`src/verilog/wcc_map.vh`:
```
/*
 constants for the winding current chopper and fault supervisor:
 timing figures, derived cycle counts, level codes and reset values.
 assumes a 250 MHz mclk.
*/
`ifndef WCC_MAP_VH
`define WCC_MAP_VH

// ---------------------------------------------------------------
// timing
// ---------------------------------------------------------------
`define WCC_CLK_MHZ          250
`define WCC_BLANK_NS         1000
`define WCC_BLANK_CYC        ((`WCC_BLANK_NS * `WCC_CLK_MHZ + 999) / 1000)
`define WCC_OCP_NS           2000
`define WCC_OCP_CYC          ((`WCC_OCP_NS * `WCC_CLK_MHZ + 999) / 1000)
`define WCC_RETRY_US         4000
`define WCC_RETRY_CYC        (`WCC_RETRY_US * `WCC_CLK_MHZ)

// ---------------------------------------------------------------
// multi-level pin codes
// ---------------------------------------------------------------
`define WCC_LVL_LOW          2'h0
`define WCC_LVL_HIGH         2'h1
`define WCC_LVL_OPEN         2'h2
`define WCC_LVL_Q3           2'h3

// ---------------------------------------------------------------
// bridge gate codes {hs_a, ls_a, hs_b, ls_b}
// ---------------------------------------------------------------
`define WCC_GATE_OFF         4'h0
`define WCC_GATE_SLOW        4'h5
`define WCC_GATE_FWD         4'h9
`define WCC_GATE_REV         4'h6

// ---------------------------------------------------------------
// reset values
// ---------------------------------------------------------------
`define WCC_SINE_IDX_RST     5'h00
`define WCC_VALLEY_NUM_RST   8'hE0

`endif

```
`src/verilog/wcc_chopper_ctrl.v`:
```
/*
 current chopper for one winding bridge plus the fault supervisor
 that gates the bridge and drives the fault and stall report pins.
 assumes pins arrive asynchronous to mclk; comparators are digital.
*/
`timescale 1ns/1ns
`include "wcc_map.vh"
module wcc_chopper_ctrl #(
	parameter REF_W     = 8,
	parameter RETRY_CYC = `WCC_RETRY_CYC
) (
	// clock and reset
	input  wire             mclk,
	input  wire             resetn,
	// step interface pins
	input  wire             step,
	input  wire             direction,
	input  wire             sleep_n,
	// multi-level pins, {is_high, is_low} from pad comparators
	input  wire [1:0]       step_size_sel0_pad,
	input  wire [1:0]       step_size_sel1_pad,
	input  wire [1:0]       stall_mode_sel_pad,
	input  wire [1:0]       enable_pad,
	// current reference and comparators
	input  wire [REF_W-1:0] current_ref_level,
	input  wire [7:0]       valley_ratio,
	input  wire             trip_cmp,
	input  wire             valley_cmp,
	// fault sources
	input  wire             supply_undervoltage,
	input  wire             pump_undervoltage,
	input  wire             current_limit,
	input  wire             stall_detected,
	input  wire             learn_done,
	// bridge and pump
	output reg  [3:0]       bridge_gate,
	output reg              pump_enable,
	output reg  [REF_W-1:0] trip_level,
	output reg  [REF_W-1:0] valley_level,
	output reg              overcurrent_fault,
	output reg              stall_detect_enable,
	// decoded modes
	output reg  [1:0]       step_size_sel0,
	output reg  [1:0]       step_size_sel1,
	output reg  [1:0]       stall_mode_sel,
	output reg  [1:0]       enable_mode,
	// open-drain pins
	output reg              fault_n_out_o,
	output reg              fault_n_out_oe,
	input  wire             stall_report_i,
	output reg              stall_report_o,
	output reg              stall_report_oe
);
	// ---------------------------------------------------------------
	// pin synchronisers
	// ---------------------------------------------------------------
	localparam NS = 19;
	wire [NS-1:0] sy;

	wcc_sync #(.W(NS)) u_sync (
		.mclk   (mclk),
		.resetn (resetn),
		.d      ({step, direction, sleep_n, step_size_sel0_pad, step_size_sel1_pad,
			  stall_mode_sel_pad, enable_pad, trip_cmp, valley_cmp,
			  supply_undervoltage, pump_undervoltage, current_limit,
			  stall_detected, learn_done, stall_report_i}),
		.q      (sy)
	);

	wire       s_step   = sy[18];
	wire       s_dir    = sy[17];
	wire       s_sleepn = sy[16];
	wire [1:0] s_m0     = sy[15:14];
	wire [1:0] s_m1     = sy[13:12];
	wire [1:0] s_stm    = sy[11:10];
	wire [1:0] s_en     = sy[9:8];
	wire       s_trip   = sy[7];
	wire       s_valley = sy[6];
	wire       s_supply_undervoltage   = sy[5];
	wire       s_pump_undervoltage   = sy[4];
	wire       s_ilim   = sy[3];
	wire       s_stall  = sy[2];
	wire       s_learn  = sy[1];
	wire       s_strep  = sy[0];

	// ---------------------------------------------------------------
	// level decode
	// ---------------------------------------------------------------
	function [1:0] tri_dec;
		input [1:0] p;
		begin
			tri_dec = p[1] ? `WCC_LVL_HIGH : (p[0] ? `WCC_LVL_LOW : `WCC_LVL_OPEN);
		end
	endfunction

	function [1:0] quad_dec;
		input [1:0] p;
		begin
			case (p)
				2'h1:    quad_dec = `WCC_LVL_LOW;
				2'h2:    quad_dec = `WCC_LVL_HIGH;
				2'h3:    quad_dec = `WCC_LVL_Q3;
				default: quad_dec = `WCC_LVL_OPEN;
			endcase
		end
	endfunction

	// ---------------------------------------------------------------
	// sine target
	// ---------------------------------------------------------------
	reg  [4:0]       idx_reg;
	reg              step_d_reg;
	wire [REF_W-1:0] tgt_mag;
	wire             tgt_neg;
	wire [REF_W+7:0] valley_prod = tgt_mag * valley_ratio;

	wcc_sine_lut #(.REF_W(REF_W)) u_lut (
		.idx       (idx_reg),
		.ref_level (current_ref_level),
		.mag       (tgt_mag),
		.neg       (tgt_neg)
	);

	always @(posedge mclk)
	begin
		if (!resetn)
		begin
			idx_reg    <= `WCC_SINE_IDX_RST;
			step_d_reg <= 1'b0;
		end
		else
		begin
			step_d_reg <= s_step;
			if (!s_sleepn)
				idx_reg <= `WCC_SINE_IDX_RST;
			else if (s_step && !step_d_reg)
				idx_reg <= s_dir ? idx_reg + 5'h01 : idx_reg - 5'h01;
		end
	end

	// ---------------------------------------------------------------
	// fault supervisor
	// ---------------------------------------------------------------
	localparam OC_OK    = 2'h0;
	localparam OC_TRIP  = 2'h1;
	localparam OC_RETRY = 2'h2;

	reg [1:0]  oc_state_reg;
	reg [31:0] oc_cnt_reg;
	wire       oc_glitch = (oc_cnt_reg >= `WCC_OCP_CYC - 1);

	always @(posedge mclk)
	begin
		if (!resetn)
		begin
			oc_state_reg <= OC_OK;
			oc_cnt_reg   <= 32'h0;
		end
		else
			case (oc_state_reg)
				OC_OK:
				begin
					oc_cnt_reg <= s_ilim ? oc_cnt_reg + 32'h1 : 32'h0;
					if (s_ilim && oc_glitch)
					begin
						oc_state_reg <= OC_TRIP;
						oc_cnt_reg   <= 32'h0;
					end
				end
				OC_TRIP:
				begin
					oc_cnt_reg <= oc_cnt_reg + 32'h1;
					if (oc_cnt_reg >= RETRY_CYC - 1)
						oc_state_reg <= OC_RETRY;
				end
				default:
				begin
					oc_cnt_reg <= 32'h0;
					if (!s_ilim)
						oc_state_reg <= OC_OK;
				end
			endcase
	end

	wire oc_active  = (oc_state_reg != OC_OK);
	wire prot_fault = s_supply_undervoltage || s_pump_undervoltage || oc_active;
	wire stl_active = (tri_dec(s_stm) != `WCC_LVL_OPEN);
	// pad echo lags our own release by the synchroniser
	reg  [1:0] rel_hist_reg;
	wire stl_quiet  = !s_strep && !stall_report_oe && (rel_hist_reg == 2'h0);
	wire stl_fault  = stl_active && s_stall && !prot_fault && !stl_quiet;

	// ---------------------------------------------------------------
	// chopper
	// ---------------------------------------------------------------
	localparam CH_IDLE  = 2'h0;
	localparam CH_BLANK = 2'h1;
	localparam CH_DRIVE = 2'h2;
	localparam CH_DECAY = 2'h3;

	reg [1:0]  ch_state_reg;
	reg [7:0]  blank_cnt_reg;
	wire       run = s_sleepn && !prot_fault && (tri_dec(s_en) != `WCC_LVL_LOW);
	wire [3:0] drive_code = tgt_neg ? `WCC_GATE_REV : `WCC_GATE_FWD;
	reg  [3:0] gate_next;

	always @(posedge mclk)
	begin
		if (!resetn)
		begin
			ch_state_reg  <= CH_IDLE;
			blank_cnt_reg <= 8'h00;
		end
		else if (!run)
			ch_state_reg <= CH_IDLE;
		else
			case (ch_state_reg)
				CH_IDLE:
				begin
					ch_state_reg  <= CH_BLANK;
					blank_cnt_reg <= 8'h00;
				end
				CH_BLANK:
				begin
					blank_cnt_reg <= blank_cnt_reg + 8'h01;
					if (blank_cnt_reg >= `WCC_BLANK_CYC - 1)
						ch_state_reg <= CH_DRIVE;
				end
				CH_DRIVE:
					if (s_trip)
						ch_state_reg <= CH_DECAY;
				default:
					if (s_valley)
					begin
						ch_state_reg  <= CH_BLANK;
						blank_cnt_reg <= 8'h00;
					end
			endcase
	end

	always @*
	begin
		gate_next = `WCC_GATE_OFF;
		if (run)
			case (ch_state_reg)
				CH_BLANK: gate_next = drive_code;
				CH_DRIVE: gate_next = s_trip ? `WCC_GATE_SLOW : drive_code;
				CH_DECAY: gate_next = `WCC_GATE_SLOW;
				default:  gate_next = `WCC_GATE_OFF;
			endcase
	end

	// ---------------------------------------------------------------
	// registered outputs
	// ---------------------------------------------------------------
	always @(posedge mclk)
	begin
		if (!resetn)
		begin
			bridge_gate         <= `WCC_GATE_OFF;
			pump_enable         <= 1'b0;
			trip_level          <= {REF_W{1'b0}};
			valley_level        <= {REF_W{1'b0}};
			overcurrent_fault   <= 1'b0;
			stall_detect_enable <= 1'b0;
			step_size_sel0      <= `WCC_LVL_LOW;
			step_size_sel1      <= `WCC_LVL_LOW;
			stall_mode_sel      <= `WCC_LVL_LOW;
			enable_mode         <= `WCC_LVL_LOW;
			fault_n_out_o       <= 1'b0;
			fault_n_out_oe      <= 1'b0;
			stall_report_o      <= 1'b0;
			stall_report_oe     <= 1'b0;
			rel_hist_reg        <= 2'h0;
		end
		else
		begin
			bridge_gate         <= gate_next;
			pump_enable         <= s_sleepn && !s_supply_undervoltage;
			trip_level          <= tgt_mag;
			valley_level        <= valley_prod[REF_W+7:8];
			overcurrent_fault   <= oc_active;
			stall_detect_enable <= stl_active && !prot_fault;
			step_size_sel0      <= tri_dec(s_m0);
			step_size_sel1      <= quad_dec(s_m1);
			stall_mode_sel      <= tri_dec(s_stm);
			enable_mode         <= tri_dec(s_en);
			fault_n_out_oe      <= prot_fault || stl_fault;
			rel_hist_reg        <= {rel_hist_reg[0], stall_report_oe};
			if (!stl_active)
				stall_report_oe <= s_learn;
			else
				stall_report_oe <= !s_stall && !stl_quiet;
		end
	end
endmodule

```
`src/verilog/wcc_sync.v`:
```
/*
 two flip-flop synchroniser for a bundle of pin levels.
 assumes inputs are asynchronous to mclk.
*/
`timescale 1ns/1ns
module wcc_sync #(
	parameter W = 1
) (
	// clock and reset
	input  wire         mclk,
	input  wire         resetn,
	// levels
	input  wire [W-1:0] d,
	output wire [W-1:0] q
);
	reg [W-1:0] meta_reg;
	reg [W-1:0] sync_reg;

	always @(posedge mclk)
	begin
		if (!resetn)
		begin
			meta_reg <= {W{1'b0}};
			sync_reg <= {W{1'b0}};
		end
		else
		begin
			meta_reg <= d;
			sync_reg <= meta_reg;
		end
	end

	assign q = sync_reg;
endmodule

```
`src/verilog/wcc_sine_lut.v`:
```
/*
 sine-weighted current table, one quadrant of 1/8 steps scaled
 by the full-scale reference level.
 assumes idx counts 1/8 steps over a full electrical cycle (0..31).
*/
`timescale 1ns/1ns
module wcc_sine_lut #(
	parameter REF_W = 8
) (
	// table index and reference
	input  wire [4:0]       idx,
	input  wire [REF_W-1:0] ref_level,
	// signed target
	output wire [REF_W-1:0] mag,
	output wire             neg
);
	reg  [6:0]         pct;
	wire [2:0]         q_pos;
	wire [REF_W+6:0]   prod;
	wire [REF_W+6:0]   quo;

	// 8 entries per quadrant, mirrored on odd quadrants
	assign q_pos = idx[3] ? (3'h0 - idx[2:0]) : idx[2:0];

	always @*
	begin
		pct = 7'h00;
		if (idx[3] && idx[2:0] == 3'h0)
			pct = 7'h00;
		else if (!idx[3] && idx[2:0] == 3'h0)
			pct = 7'h00;
		else
			case (q_pos)
				3'h1: pct = 7'h14;
				3'h2: pct = 7'h26;
				3'h3: pct = 7'h38;
				3'h4: pct = 7'h47;
				3'h5: pct = 7'h53;
				3'h6: pct = 7'h5C;
				default: pct = 7'h62;
			endcase
		if (idx[3:0] == 4'h8)
			pct = 7'h64;
	end

	assign prod = ref_level * pct;
	assign quo  = prod / 7'h64;
	assign mag  = quo[REF_W-1:0];
	assign neg  = idx[4];
endmodule

```
`config.mk`:
```
export PLATFORM = sky130hd
export DESIGN_NAME = wcc_chopper_ctrl
export DESIGN_NICKNAME = d
export VERILOG_FILES = /design/src/verilog/wcc_chopper_ctrl.v /design/src/verilog/wcc_sync.v /design/src/verilog/wcc_sine_lut.v
export VERILOG_INCLUDE_DIRS = /design/src /design/src/verilog
export SDC_FILE = /design/constraint.sdc
export NUM_CORES = 1
export LEC_CHECK = 0
export BUFFER_PORTS_ARGS = -buffer_cell sky130_fd_sc_hd__buf_2
export CAP_MARGIN = 25
export CORE_UTILIZATION = 50
export DETAILED_ROUTE_END_ITERATION = 10
export MAX_ROUTING_LAYER = met4
export PLACE_DENSITY_LB_ADDON = 0.08
export SLEW_MARGIN = 20
export SYNTH_ARGS = -nofsm -noshare
export SYNTH_HDL_FRONTEND = slang
export SYNTH_SLANG_ARGS = --single-unit
```
`constraint.sdc`:
```
create_clock -name mclk -period 17.8 [get_ports mclk]
set_input_delay 0 -clock mclk [delete_from_list [all_inputs] [get_ports mclk]]
set_output_delay 0 -clock mclk [all_outputs]
set_load 0.02 [all_outputs]
```
==> impl_metrics.csv <==
group,metric,value,unit
clock_network,cts_resized,0,
pwr,power_switching,0.196,mW
critical_path,crit_top_cell,"fa_1",
clock_network,clkSlewWorstSetupHoldPaths,0.06,ns
pwr,power_density,60.0,nW/um^2
layout,area_delta_synth_final,12.6,%
detailed_routing,drt_iter0_drc,398,
logic_synthesis,synth_area,10300,um^2
logic_synthesis,ys_warn_count,0,
detailed_routing,vias,8514,
logic_synthesis,yosysTopAreaCell,"dfxtp_1",
logic_synthesis,synthMuxAreaShare,0.765,%
placed_design,gp_congestion,0.918,
grt,grt_pass1_wl,38700,um
layout,largest_register_ffs,32,
pwr,p_leak,5.23,nW
clock_network,clock-root-buffer,"clkbuf_16",
critical_path,path_delay_family,"adder cells",
floorplan,num_rows,52,
layout,num_antenna_cells,0,
logic_synthesis,netlist.area_leader.share,23.9,%
critical_path,critPathMaxFanout,14,
detailed_routing,antenna_left,0,
critical_path,crit_slowest_cell,"a211oi_1",
outcome,violations,"DRC",
logic_synthesis,synth_seq_cells,123,
layout,fin_nets,1458,
clock_network,clock_path_buffers,2,
logic_synthesis,async_flop_share,0,%
job,cap_viol_max_count,0,
sta,worst_slew_pin_slew,0.904,ns
pwr,pwr-share-comb,12.6,%
logic_synthesis,synth-xor-area-share,5.34,%
placed_design,place_hpwl,17000,um
logic_synthesis,synth_fa_ha_area_share,22.6,%
sta,setup_viol,0,
clock_network,cts_buffers,17,
clock_network,cts_tree,"yes",
grt,grt_pass1_vias,8160,
logic_synthesis,synth-simple-area-share,25.7,%
placed_design,portBuffers,69,
grt,antenna_found_initial,0,
floorplan,start_util,50.9,%
clock_network,cts_sinks,123,
critical_path,critPathMaxStageDelay,0.75,ns
logic_synthesis,ys_seq_area_share,23.9,%
detailed_routing,wirelength,22500,um
sta,finClkSkew,0.00996,ns
grt,grt_use_total,22.6,%
pwr,seq_power_share,40.9,%
floorplan,die_w,146,um
logic_synthesis,syn_area_per_cell,8.60,um^2
sta,slew_viol_final,0,
grt,grt_max_degree,79,
detailed_routing,wl_per_cell,14.4,um
critical_path,worst_setup_path_start_kind,"flip-flop",
logic_synthesis,synth.area.top_cells,"dfxtp_1, fa_1, ha_1",
floorplan,core,20200,um^2
clock_network,htreeDepth,4,
floorplan,io_pins,72,
outcome,outcome,"complete, but fails checks",
critical_path,critical_path_buf_inv_count,5,
pwr,swShare,28.1,%
floorplan,dieArea,21200,um^2
layout,drive_gt1_share,12.4,%
logic_synthesis,synth_cell_types,103,
floorplan,fp.dieH,146,um
logic_synthesis,synth_edf_count,0,
logic_synthesis,synthTopCellsByCount,"and2_1, dfxtp_1, nand2_1, inv_1, nor2_1",
logic_synthesis,synth_top_family_by_area,"simple AND/OR/NAND/NOR gates",
sta,finalHoldViolCount,0,
pwr,total_power,0.696,mW
critical_path,cp.arrival,15.97,ns
sta,rsz0062_at_grt,"no",
detailed_routing,drc,1,
critical_path,path_class,"flip-flop to flip-flop",
sta,fin_crit_sh,88.0,%
sta,min_period,15.67,ns
pwr,intPower,0.500,mW
sta,fin_tns_setup,0,ns
logic_synthesis,synth_compound_area_share,16.4,%
sta,whs,0.238,ns
pwr,peakVddDrop,0.0000520,V
critical_path,crit_path_end_kind,"flip-flop",
pwr,clockPowerShare,46.5,%
clock_network,insertion_delay,0.41,ns
logic_synthesis,syn_inst,1198,
grt,grt_remaining_overflow,0,
sta,slew_headroom,39.5,%
hold_path,hold_path_class,"primary input to flip-flop",
logic_synthesis,synth_top_flop_cell,"dfxtp_1",
logic_synthesis,synth.most_common_cell,"and2_1",
detailed_routing,viasPerCell,5.47,
detailed_routing,dr.pass1.iters,9,
critical_path,critical_path_required,18.10,ns
sta,fmax,63.8,MHz
[cells in the final DEF (no fill, tap or decap), types with 24 or more instances in the layout]
master,synthesis,final
and2_1,126,126
dfxtp_1,123,123
nand2_1,108,108
inv_1,96,96
nor2_1,91,91
ha_1,82,82
buf_2,8,69
fa_1,65,65
a21oi_1,47,47
nand3_1,38,38
o21ai_0,31,31
xnor2_1,31,31
xor2_1,30,30
and3_1,24,24
[stage by stage]
step	setup slack, ns	instances	area (um^2)	utilization, %
after CTS	2.18	1557	11600	57.3
final	2.13	1557	11600	57.3
after detailed placement	2.18	1506	10900	53.6
after global placement	2.59	1505	10800	53.6
after floorplan	4.02	1199	10300	-
after global routing	0.997	1557	11600	57.3
[worst paths after layout]
path / end / start / cells after the start / slack, ns
max: valley_level[7] / idx_reg[0] / 51 / 2.13
min: step_size_sel1[0] / resetn / 3 / 0.24
max reg2reg: valley_level[7] / idx_reg[0] / 51 / 2.13
min reg2reg: step_size_sel0[1] / u_sync.q[14] / 1 / 0.39
[worst reg2reg max path, delay by kind of cell (launching register included)]
kind            cells  cell delay, ns
flops               1            0.49
fa+ha+maj          12            5.16
simple gates       15            4.17
mux                 1            0.45
xor+xnor            1            0.48
compound gates     17            4.45
buf+inv             5            0.36
[cell type report]
type	count	area (um^2)
Clock buffer	17	425
Inverter	96	360
Fill cell	1877	8630
Tap cell	270	338
Timing Repair Buffer	94	581
Clock inverter	15	131
Multi-Input combinational cell	942	7300
Sequential cell	123	2460
[power by group through the flow]
stage	registers (mW)	logic, mW	clock network (mW)
after floorplan	0.293	0.0584	0
after global placement	0.290	0.0836	0
after detailed placement	0.290	0.0842	0
after CTS	0.284	0.0882	0.332
after global routing	0.285	0.0984	0.346
final	0.284	0.0878	0.324
[per-layer routing]
metal / track usage (%) / share of wire [%] / routed length (um)
met1: 30.8 / 50 / 11300
met2: 35.8 / 45 / 10200
met3: 3.67 / 3.3 / 745
met4: 4.26 / 1.1 / 244
met5: - / 0 / 0
[cell families after synthesis]
family | Yosys count
and+or+nand+nor | 497
AOI/OAI and AO/OA | 227
adders and majority gates | 147
buffers and inverters | 134
DFF | 123
xor gates and xnor gates | 62
muxes | 7
other | 1
[timing repair]
action                    in CTS  in global routing
hold endpoints to repair      19                  0
setup buffers                  0                  0
hold buffers                  19                  0
Power figures use the tool's default switching activity.
